## src/verilog/dsid_defines.svh

```systemverilog
// constants for the instruction format decoder: field positions, widths,
// opcode classes, cycle counts and the register map of the decoder block.
// assumes an avalon-mm slave with 32-bit data and word-aligned byte addresses.
`ifndef DSID_DEFINES_SVH
`define DSID_DEFINES_SVH

// instruction word layout
`define DSID_IW_W         24
`define DSID_OPC_MSB      23
`define DSID_OPC_LSB      16
`define DSID_BASE_LSB     11
`define DSID_DMODE_LSB    7
`define DSID_DREG_LSB     4
`define DSID_SREG_LSB     0
`define DSID_SMODE_LSB    4
`define DSID_BYTE_BIT     14
`define DSID_FDIR_BIT     13
`define DSID_FADDR_W      13
`define DSID_BITSEL_LSB   12
`define DSID_TEN_BIT_LITERAL_LSB    4
`define DSID_BIT_IND_BIT  7
`define DSID_SHIFT_LIT_BIT 15
`define DSID_SHIFT_AMT_LSB 0
`define DSID_ACC_SEL_BIT  15
`define DSID_AWB_LSB      0
`define DSID_AWB_DIRECT   2'h1
`define DSID_AWB_POSTINC  2'h2
`define DSID_AWB_STEP     4'h2
`define DSID_AWB_REG      4'hd
`define DSID_BYTE_MAX     10'h0ff

// opcode classes (top byte)
`define DSID_OPC_NOP2     8'h00
`define DSID_OPC_CALL2    8'h02
`define DSID_OPC_GOTO2    8'h04
`define DSID_OPC_MOVD2    8'h08
`define DSID_OPC_BRA      8'h37
`define DSID_OPC_IND_CG   8'h01
`define DSID_OPC_TBL      8'hba
`define DSID_OPC_RET      8'h06
`define DSID_OPC_RETI     8'h07
`define DSID_OPC_SKIP     8'haf
`define DSID_OPC_CBRA     8'h30
`define DSID_OPC_ADDW     8'h40
`define DSID_OPC_ADDF     8'hb4
`define DSID_OPC_ADDL     8'hb0
`define DSID_OPC_BITOP    8'ha0
`define DSID_OPC_MAC      8'hc0
`define DSID_OPC_SHIFT    8'hc8
`define DSID_OPC_MOVL23   8'h09

// cycle counts
`define DSID_CYC_ONE      2'h1
`define DSID_CYC_TWO      2'h2
`define DSID_CYC_THREE    2'h3

// register map, byte addresses (word index << 2)
`define DSID_ADDR_W       4
`define DSID_REG_CTRL     4'h0
`define DSID_REG_WORD     4'h4
`define DSID_REG_DEC      4'h8
`define DSID_REG_FLAGS    4'hc
`define DSID_CTRL_RST     32'h0000_0000
`define DSID_FLAG_RST     9'h000

`endif

```

## src/verilog/dsid_pkg.sv

```systemverilog
// types shared by the instruction format decoder.
// assumes dsid_defines.svh is on the include path.
package dsid_pkg;
  `include "dsid_defines.svh"

  typedef enum logic [3:0]
  {
    DSID_ST_IDLE  = 4'b0001,
    DSID_ST_EXEC  = 4'b0010,
    DSID_ST_NOP   = 4'b0100,
    DSID_ST_WAIT2 = 4'b1000
  } dsid_state_t;

  // decoded operand fields of one instruction word
  typedef struct packed
  {
    logic [7:0]  opcode;
    logic [3:0]  base_work_reg;
    logic [3:0]  source_work_reg;
    logic [2:0]  source_mode;
    logic [3:0]  dest_work_reg;
    logic [2:0]  dest_mode;
    logic [12:0] file_addr;
    logic        dest_is_file;
    logic [3:0]  bit_select_field;
    logic        bit_from_reg;
    logic [9:0]  ten_bit_literal;
    logic        lit_range_err;
    logic        is_nop;
    logic        is_double;
    logic [1:0]  cycles;
  } dsid_dec_t;

  // status flags kept by the core
  typedef struct packed
  {
    logic acc_a_overflow_flag;
    logic acc_b_overflow_flag;
    logic acc_a_saturate_flag;
    logic acc_b_saturate_flag;
    logic carry_flag;
    logic digit_carry_flag;
    logic negative_flag;
    logic overflow_flag;
    logic sticky_zero_flag;
  } dsid_flags_t;
endpackage

```

## src/verilog/dsid_decoder.sv

```systemverilog
// instruction format decoder with avalon-mm register access.
// software writes an instruction word, the block decodes it, runs its cycle
// count and reports operands, cycles and the status flags it holds.
// assumes one 100 mhz clock and an avalon master that honours waitrequest.
`timescale 1ns/1ps
`include "dsid_defines.svh"
module dsid_decoder
  import dsid_pkg::*;
(
  input  wire logic                     clk,
  input  wire logic                     arst_n,
  input  wire logic [`DSID_ADDR_W-1:0]  avs_address,
  input  wire logic                     avs_read,
  input  wire logic                     avs_write,
  input  wire logic [31:0]              avs_writedata,
  input  wire logic [3:0]               avs_byteenable,
  input  wire logic                     skip_taken,
  input  wire logic                     cond_true,
  input  wire logic [3:0]               base_reg_value,
  input  wire dsid_flags_t              flags_in,
  input  wire logic                     flags_we,
  output logic [31:0]                   avs_readdata,
  output logic                          avs_waitrequest,
  output logic                          exec_valid,
  output logic                          nop_cycle,
  output logic [3:0]                    eff_bit_num,
  output dsid_flags_t                   flags_out
);

  // decode of one word; also used for the second word of a double-word instruction, which decodes as a nop
  function automatic dsid_dec_t decode(input logic [23:0] iw, input logic second);
    dsid_dec_t d;
    logic [7:0] op;
    d = '0;
    op = iw[`DSID_OPC_MSB:`DSID_OPC_LSB];
    d.opcode          = op;
    d.base_work_reg   = iw[`DSID_BASE_LSB+:4];
    d.source_work_reg = iw[`DSID_SREG_LSB+:4];
    d.source_mode     = iw[`DSID_SMODE_LSB+:3];
    d.dest_work_reg   = iw[`DSID_DREG_LSB+3+:4];
    d.dest_mode       = iw[`DSID_DMODE_LSB+3+:3];
    d.file_addr       = iw[`DSID_FADDR_W-1:0];
    d.dest_is_file    = iw[`DSID_FDIR_BIT];
    d.bit_select_field = iw[`DSID_BITSEL_LSB+:4];
    d.bit_from_reg    = iw[`DSID_BIT_IND_BIT];
    d.ten_bit_literal = iw[`DSID_TEN_BIT_LITERAL_LSB+:10];
    d.lit_range_err   = (op == `DSID_OPC_ADDL) && iw[`DSID_BYTE_BIT]
                        && (d.ten_bit_literal > `DSID_BYTE_MAX);
    if (op == `DSID_OPC_MOVL23)
    begin
      d.lit_range_err = iw[0];
    end
    // only three opcodes use a second word
    d.is_double = (op == `DSID_OPC_CALL2) || (op == `DSID_OPC_GOTO2)
                  || (op == `DSID_OPC_MOVD2);
    d.is_nop = second || (op == `DSID_OPC_NOP2);
    case (op)
      `DSID_OPC_CALL2, `DSID_OPC_GOTO2, `DSID_OPC_MOVD2:
        d.cycles = `DSID_CYC_TWO;
      `DSID_OPC_BRA, `DSID_OPC_IND_CG, `DSID_OPC_TBL:
        d.cycles = `DSID_CYC_TWO;
      `DSID_OPC_RET, `DSID_OPC_RETI:
        d.cycles = `DSID_CYC_THREE;
      default:
        d.cycles = `DSID_CYC_ONE;
    endcase
    if (second)
    begin
      d.cycles = `DSID_CYC_ONE;
      d.is_double = 1'b0;
    end
    return d;
  endfunction

  dsid_state_t state_q;
  logic [23:0] word_q;
  logic        second_q;
  logic        start_q;
  logic        skip_dbl_q;
  logic [1:0]  cyc_left_q;
  logic [7:0]  word_op;
  logic        is_mac;
  logic        is_shift;
  logic [1:0]  awb_sel;
  logic        mac_q;
  logic        acc_b_q;
  logic        shift_lit_q;
  logic [3:0]  shift_amt_q;
  logic [3:0]  awb_reg_q;
  logic [3:0]  awb_step_q;
  dsid_dec_t   dec_q;
  dsid_flags_t flags_q;
  logic [3:0]  eff_bit_q;
  logic        valid_q;
  logic        nop_q;
  logic [31:0] rdata_q;
  logic        wait_q;
  dsid_dec_t   dec_d;
  logic        busy;

  assign dec_d = decode(word_q, second_q);
  assign busy  = (state_q != DSID_ST_IDLE);

  // dsp fields read straight from the stored word; a second word carries none
  assign word_op  = word_q[`DSID_OPC_MSB:`DSID_OPC_LSB];
  assign is_mac   = (word_op == `DSID_OPC_MAC) && !second_q;
  assign is_shift = (word_op == `DSID_OPC_SHIFT) && !second_q;
  assign awb_sel  = is_mac ? word_q[`DSID_AWB_LSB+:2] : 2'h0;

  // bus slave: one wait cycle per access, answer on the following edge
  always_ff @(posedge clk or negedge arst_n)
  begin
    if (!arst_n)
    begin
      wait_q  <= 1'b1;
      rdata_q <= 32'h0000_0000;
    end
    else
    begin
      wait_q <= !(wait_q && (avs_read || avs_write));
      if (avs_read && wait_q)
      begin
        case (avs_address)
          `DSID_REG_CTRL:  rdata_q <= {8'h00, awb_step_q, awb_reg_q, shift_amt_q, 1'b0,
                                       shift_lit_q, acc_b_q, mac_q, 5'h00,
                                       skip_dbl_q, second_q, busy};
          `DSID_REG_WORD:  rdata_q <= {8'h00, word_q};
          `DSID_REG_DEC:   rdata_q <= {dec_q.opcode, dec_q.base_work_reg,
                                       dec_q.source_work_reg, dec_q.dest_work_reg,
                                       dec_q.bit_select_field, dec_q.lit_range_err,
                                       dec_q.is_double, dec_q.is_nop,
                                       dec_q.dest_is_file, dec_q.cycles, 2'h0};
          `DSID_REG_FLAGS: rdata_q <= {23'h00_0000, flags_q};
          default:         rdata_q <= 32'h0000_0000;
        endcase
      end
    end
  end

  // instruction word capture; control writes start execution.
  // a write lands on the edge after its wait cycle, while waitrequest is low, so a stalled request changes nothing
  always_ff @(posedge clk or negedge arst_n)
  begin
    if (!arst_n)
    begin
      word_q     <= 24'h00_0000;
      second_q   <= 1'b0;
      start_q    <= 1'b0;
      skip_dbl_q <= 1'b0;
    end
    else
    begin
      start_q <= 1'b0;
      if (avs_write && !wait_q && !busy)
      begin
        if (avs_address == `DSID_REG_WORD && avs_byteenable[2:0] == 3'h7)
        begin
          word_q <= avs_writedata[23:0];
        end
        if (avs_address == `DSID_REG_CTRL && avs_byteenable[0])
        begin
          second_q   <= avs_writedata[1];
          skip_dbl_q <= avs_writedata[2];
          start_q    <= avs_writedata[0];
        end
      end
    end
  end

  // execution sequencer: first cycle does work, extra cycles are bubbles
  always_ff @(posedge clk or negedge arst_n)
  begin
    if (!arst_n)
    begin
      state_q    <= DSID_ST_IDLE;
      cyc_left_q <= 2'h0;
      dec_q      <= '0;
      valid_q    <= 1'b0;
      nop_q      <= 1'b0;
      eff_bit_q  <= 4'h0;
    end
    else
    begin
      valid_q <= 1'b0;
      nop_q   <= 1'b0;
      case (state_q)
        DSID_ST_IDLE:
        begin
          if (start_q)
          begin
            dec_q   <= dec_d;
            state_q <= DSID_ST_EXEC;
          end
        end
        DSID_ST_EXEC:
        begin
          valid_q   <= !dec_q.is_nop;
          nop_q     <= dec_q.is_nop;
          eff_bit_q <= dec_q.bit_from_reg ? base_reg_value
                                          : dec_q.bit_select_field;
          if (dec_q.opcode == `DSID_OPC_SKIP && skip_taken)
          begin
            cyc_left_q <= skip_dbl_q ? 2'h2 : 2'h1;
          end
          else if (dec_q.opcode == `DSID_OPC_CBRA && cond_true)
          begin
            cyc_left_q <= 2'h1;
          end
          else
          begin
            cyc_left_q <= dec_q.cycles - 2'h1;
          end
          state_q <= DSID_ST_WAIT2;
        end
        DSID_ST_WAIT2:
        begin
          if (cyc_left_q == 2'h0)
          begin
            state_q <= DSID_ST_IDLE;
          end
          else
          begin
            state_q <= DSID_ST_NOP;
          end
        end
        DSID_ST_NOP:
        begin
          nop_q      <= 1'b1;
          cyc_left_q <= cyc_left_q - 2'h1;
          if (cyc_left_q == 2'h1)
          begin
            state_q <= DSID_ST_IDLE;
          end
        end
        default:
        begin
          state_q <= DSID_ST_IDLE;
        end
      endcase
    end
  end

  // dsp operand capture; held after the run so software can read it back
  always_ff @(posedge clk or negedge arst_n)
  begin
    if (!arst_n)
    begin
      mac_q       <= 1'b0;
      acc_b_q     <= 1'b0;
      shift_lit_q <= 1'b0;
      shift_amt_q <= 4'h0;
      awb_reg_q   <= 4'h0;
      awb_step_q  <= 4'h0;
    end
    else if (state_q == DSID_ST_IDLE && start_q)
    begin
      mac_q       <= is_mac;
      acc_b_q     <= is_mac && word_q[`DSID_ACC_SEL_BIT];
      shift_lit_q <= is_shift && word_q[`DSID_SHIFT_LIT_BIT];
      awb_reg_q   <= (awb_sel == `DSID_AWB_DIRECT || awb_sel == `DSID_AWB_POSTINC)
                     ? `DSID_AWB_REG : 4'h0;
      awb_step_q  <= (awb_sel == `DSID_AWB_POSTINC) ? `DSID_AWB_STEP : 4'h0;
    end
    else if (state_q == DSID_ST_EXEC && dec_q.opcode == `DSID_OPC_SHIFT && !dec_q.is_nop)
    begin
      // register contents are only offered in the working cycle, as for the bit number
      shift_amt_q <= shift_lit_q ? word_q[`DSID_SHIFT_AMT_LSB+:4] : base_reg_value;
    end
  end

  // flags: updated only on a working cycle, never on a bubble
  always_ff @(posedge clk or negedge arst_n)
  begin
    if (!arst_n)
    begin
      flags_q <= `DSID_FLAG_RST;
    end
    else if (flags_we && valid_q)
    begin
      flags_q <= flags_in;
    end
  end

  assign avs_readdata    = rdata_q;
  assign avs_waitrequest = wait_q;
  assign exec_valid      = valid_q;
  assign nop_cycle       = nop_q;
  assign eff_bit_num     = eff_bit_q;
  assign flags_out       = flags_q;

  // a bubble cycle never reports work
  chk_nop_no_work: assert property (@(posedge clk) disable iff (!arst_n)
    !(nop_q && valid_q)) else $error("nop and valid together");

  // a second word alone decodes as no-operation
  chk_second_word_nop: assert property (@(posedge clk) disable iff (!arst_n)
    (state_q == DSID_ST_EXEC && second_q) |=> nop_q) else $error("second word not nop");

  // three-cycle return: exec then two bubbles
  chk_return_cycles: assert property (@(posedge clk) disable iff (!arst_n)
    (state_q == DSID_ST_EXEC && dec_q.opcode == `DSID_OPC_RET && !dec_q.is_nop)
    |=> ##1 (state_q == DSID_ST_NOP) ##1 (state_q == DSID_ST_NOP) ##1 (state_q == DSID_ST_IDLE))
    else $error("return cycle count wrong");

  // double-word instruction takes one extra bubble
  chk_double_cycles: assert property (@(posedge clk) disable iff (!arst_n)
    (state_q == DSID_ST_EXEC && dec_q.is_double)
    |=> ##1 (state_q == DSID_ST_NOP) ##1 (state_q == DSID_ST_IDLE))
    else $error("double word cycle count wrong");

  // skip over two words gives two bubbles
  chk_skip_double: assert property (@(posedge clk) disable iff (!arst_n)
    (state_q == DSID_ST_EXEC && dec_q.opcode == `DSID_OPC_SKIP && skip_taken && skip_dbl_q)
    |=> cyc_left_q == 2'h2) else $error("skip cycles wrong");

  // plain single cycle returns to idle without bubble
  chk_single_cycle: assert property (@(posedge clk) disable iff (!arst_n)
    (state_q == DSID_ST_EXEC && dec_q.cycles == `DSID_CYC_ONE
     && dec_q.opcode != `DSID_OPC_SKIP && dec_q.opcode != `DSID_OPC_CBRA)
    |=> ##1 (state_q == DSID_ST_IDLE)) else $error("single cycle overran");

  // flags hold on bubble cycles
  chk_flags_hold: assert property (@(posedge clk) disable iff (!arst_n)
    !valid_q |=> $stable(flags_q)) else $error("flags changed without work");

  // indirect bit number taken from base register
  chk_bit_source: assert property (@(posedge clk) disable iff (!arst_n)
    (state_q == DSID_ST_EXEC && dec_q.bit_from_reg)
    |=> eff_bit_q == $past(base_reg_value)) else $error("bit number source wrong");

  // skip over one word gives a single bubble
  chk_skip_single: assert property (@(posedge clk) disable iff (!arst_n)
    (state_q == DSID_ST_EXEC && dec_q.opcode == `DSID_OPC_SKIP && skip_taken && !skip_dbl_q)
    |=> cyc_left_q == 2'h1) else $error("single skip cycles wrong");

  // shift amount from a register comes from the base register value
  chk_shift_source: assert property (@(posedge clk) disable iff (!arst_n)
    (state_q == DSID_ST_EXEC && dec_q.opcode == `DSID_OPC_SHIFT && !dec_q.is_nop
     && !shift_lit_q)
    |=> shift_amt_q == $past(base_reg_value)) else $error("shift amount source wrong");

  // write-back target is register 13 or nothing, and a step needs the target
  chk_awb_target: assert property (@(posedge clk) disable iff (!arst_n)
    (awb_reg_q == `DSID_AWB_REG || (awb_reg_q == 4'h0 && awb_step_q == 4'h0)))
    else $error("write-back target wrong");

  // accumulator b may only be chosen by a multiply-accumulate word
  chk_acc_needs_mac: assert property (@(posedge clk) disable iff (!arst_n)
    acc_b_q |-> mac_q) else $error("accumulator select without mac");

endmodule

```

## config.mk

```make
export PLATFORM = sky130hd
export DESIGN_NAME = dsid_decoder
export DESIGN_NICKNAME = d
export VERILOG_FILES = /design/src/verilog/dsid_pkg.sv /design/src/verilog/dsid_decoder.sv
export VERILOG_INCLUDE_DIRS = /design/src /design/src/verilog
export SDC_FILE = /design/constraint.sdc
export NUM_CORES = 1
export LEC_CHECK = 0
export BUFFER_PORTS_ARGS = -buffer_cell sky130_fd_sc_hd__buf_2
export CAP_MARGIN = 25
export CORE_MARGIN = 4
export CORE_UTILIZATION = 41
export CTS_CLUSTER_DIAMETER = 60
export DETAILED_ROUTE_END_ITERATION = 8
export PLACE_DENSITY = 0.69
export SLEW_MARGIN = 20
export SYNTH_ARGS = -nofsm -noshare
export SYNTH_HDL_FRONTEND = slang
export SYNTH_SLANG_ARGS = --single-unit
```

## constraint.sdc

```tcl
create_clock -name clk -period 3.2 [get_ports clk]
set_input_delay 0.32 -clock clk [delete_from_list [all_inputs] [get_ports clk]]
set_output_delay 0.32 -clock clk [all_outputs]
set_load 0.03 [all_outputs]
```

==> run_results.csv <==
group,metric,value,unit
grt,grt_use_total,0.198,
yosys,synth_flop_cell,"dfrtp_1",
critical_path,slowest_stage,"dfstp_2",
floorplan,ios,108,
final_layout,nets,646,
critical_path,path_buf_inv,2,
sta,fin_crit,1.97,ns
yosys,synth_top_cell_by_area,"dfrtp_1",
sta,hold_slack,0.0784,ns
placed_design,port_buffers,98,
critical_path,endpoint_kind,"flip-flop",
clock_network,cts_root_buf,"clkbuf_16",
route,num_vias,4127,
sta,setup_ws,1.23,ns
route,drc,0,
sta,hold_viol,0,
yosys,synthArstFlopShare,1.00,
pwr,vdd_drop_max,0.339,mV
run,maxCapViolations,0,
yosys,yosys_warnings,0,
pwr,power_density,559,nW/um^2
sta,fmax,0.508,GHz
placed_design,place_inst,731,
sta,fin_crit_sh,0.615,
critical_path,cpPeakStageDelay,0.57,ns
clock_network,clock_sinks,116,
yosys,synth_top_area_share,0.549,
critical_path,worst_r2r_endpoint,"dec_q[1]",
critical_path,cp.required,3.50,ns
yosys,ys_types,49,
critical_path,crit_type,"reg2reg",
critical_path,cp.arrival,2.27,ns
route,dr.pass1.iters,5,
critical_path,crit_end,"dec_q[1]",
critical_path,r2r_cells,6,
critical_path,startpoint_type,"flip-flop",
critical_path,worstPathCellList,"nor4b_2, nand2_1, inv_1, buf_4, nand3_1, o221a_2",
grt,grt_pass1_vias,4255,
yosys,synthesis.instances,480,
critical_path,reg2reg_setup_slack,1.23,ns
placed_design,dpl_worst_slack,1.05,ns
clock_network,insertion_delay,0.41,ns
pwr,power_leakage,3.21,nW
final_layout,stdcell_count,764,
yosys,synth_edf_count,0,
pwr,total_power,3.63,mW
floorplan,core,12200,sq um
yosys,postSynthAreaPerCell,10.8,sq um
grt,antenna_found_initial,0,
sta,worst_slew_margin_rel,0.427,
route,drt_iter0_markers,443,
sta,rsz0062_at_grt,"no",
outcome,outcome,"complete, no violations",
clock_network,ctsHtreeMaxLevel,4,
clock_network,cts_buffer_depth,2,
critical_path,crit_fanout,31,
floorplan,start_util,0.426,
floorplan,die_area,14500,sq um
yosys,syn-num-nets,543,
final_layout,final_cell_mix,"nand2_1 (119), dfrtp_1 (114), buf_2 (97)",
clock_network,cts_tree,"yes",
clock_network,cts_buffers,17,
route,via_per_inst,5.40,
final_layout,n_antenna_cell,0,
clock_network,clk_pin_slew,0.05,ns
critical_path,cp.depth,6,
critical_path,critPathLaunch,"state_q[0]",
grt,grt_overflow,0,
sta,setup_viol,0,
final_layout,drive_gt1_frac,0.320,
critical_path,critical_path.top_delay_family,"simple AND/OR/NAND/NOR gates",
grt,grt_pass1_wl,22.5,mm
sta,finalSetupTns,0,ns
yosys,synth-seq-area-share,0.559,
sta,worstMarginPinSlew,0.860,ns
yosys,synth_seq_cells,116,
placed_design,dpl.hpwl,9.34,mm
grt,grt_max_degree,60,
floorplan,dieHeight,121,um
sta,slew_viol_final,0,
floorplan,core.rowCount,40,
route,ant_nets,0,
route,totalWireLength,13.8,mm
floorplan,die_w,121,um
yosys,synth_area_leaders,"dfrtp_1 (55%), nand2_1 (8.6%), mux2_4 (5.8%)",
placed_design,place_congestion,0.857,
route,wl_per_cell,18.1,um
hold_path,hold_class,"in2reg",
sta,skew,0.00760,ns
critical_path,worstReg2RegStart,"state_q[0]",
yosys,syn_area,5200,sq um
final_layout,layout_commonest_cell,"nand2_1",
final_layout,synthToLayoutAreaGrowth,24.8,%
[registers in the layout (all words and copies together), names as in the netlist]
signal	flops
avs_readdata	32
dec_q	26
word_q	24
flags_out	9
eff_bit_num	4
shift_amt_q	4
state_q	4
cyc_left_q	2
acc_b_q	1
avs_waitrequest	1
awb_reg_q	1
awb_step_q	1
exec_valid	1
mac_q	1
nop_cycle	1
second_q	1
shift_lit_q	1
skip_dbl_q	1
start_q	1
[layer usage]
metal  up-vias  track usage  wire length [um]
met5         -            0                 0
met4         0       0.0545               137
met3        12       0.0543               796
met2       134        0.329              6940
met1      2071        0.257              5950
li1       1910            -                 -
[where the power goes]
group / total [mW] / internal [mW] / switching [mW]
logic: 0.185 / 0.0783 / 0.107
clock network: 1.90 / 1.22 / 0.677
registers: 1.55 / 1.50 / 0.0448
[stage by stage]
| step | instance area [sq um] | utilization |
|---|---|---|
| 6_report | 6490 | 0.531 |
| 5_1_grt | 6490 | 0.531 |
| 4_1_cts | 6490 | 0.531 |
| 3_5_place_dp | 5890 | 0.482 |
| 3_3_place_gp | 5890 | 0.482 |
| 2_1_floorplan | 5200 | - |
[kinds of logic (layout without fill, tap and decap cells)]
kind of cell / Yosys count / count (layout) / synth area share
DFF: 116 / 116 / 0.559
and+or+nand+nor: 186 / 186 / 0.171
adders and majority gates: 3 / 3 / 0.00722
muxes: 47 / 47 / 0.115
AOI/OAI and AO/OA: 99 / 99 / 0.122
buffers and inverters: 28 / 144 / 0.0243
xor gates and xnor gates: 1 / 1 / 0.00168
[synthesized netlist by cell type, drive strengths merged, types with 2 or more instances]
cell type / count
a221oi: 2
nor4b: 5
o31ai: 3
nor2: 13
a22oi: 7
or2: 2
and3: 5
and2: 4
nor4: 3
nor3: 3
nand4b: 3
clkbuf: 18
mux2: 43
a21oi: 16
nor4bb: 3
a22o: 10
dfstp: 2
mux2i: 4
nand2: 119
dfrtp: 114
nand3b: 3
a222oi: 7
nand4: 3
nor2b: 7
ha: 3
o211ai: 4
o21ai: 43
buf: 7
nand3: 8
inv: 3
[worst register-to-register path: cells and delay by family (launching register included)]
family,cells,cell delay [ns]
AOI/OAI and AO/OA,1,0.24
buffers and inverters,2,0.37
DFF,1,0.57
and+or+nand+nor,3,0.67
[what timing repair did]
action,in CTS,in global routing
endpoints found under the setup margin,0,0
resized for setup,0,0
hold buffers,1,0
buffers inserted,0,0
hold endpoints to repair,13,0
[worst min-delay path by stage]
stage | startpoint | end | slack [ns] | depth (start not counted)
5_1_grt | avs_read | avs_waitrequest | 0.09 | 2
2_1_floorplan | arst_n | acc_b_q | 0.02 | 0
4_1_cts | avs_read | avs_waitrequest | 0.06 | 2
6_report | avs_read | avs_waitrequest | 0.08 | 2
3_3_place_gp | arst_n | avs_readdata[5] | 0.41 | 1
3_5_place_dp | arst_n | avs_readdata[5] | 0.43 | 1
[layout make-up]
class / count / area [sq um]
clock inverters: 13 / 159
flip-flops and latches: 116 / 2910
repair buffers: 109 / 591
multi-input cells: 336 / 2180
inverters: 3 / 11.3
clock buffers: 19 / 433
fillers: 1078 / 5720
well taps: 168 / 210
Power figures use the tool's default switching activity.
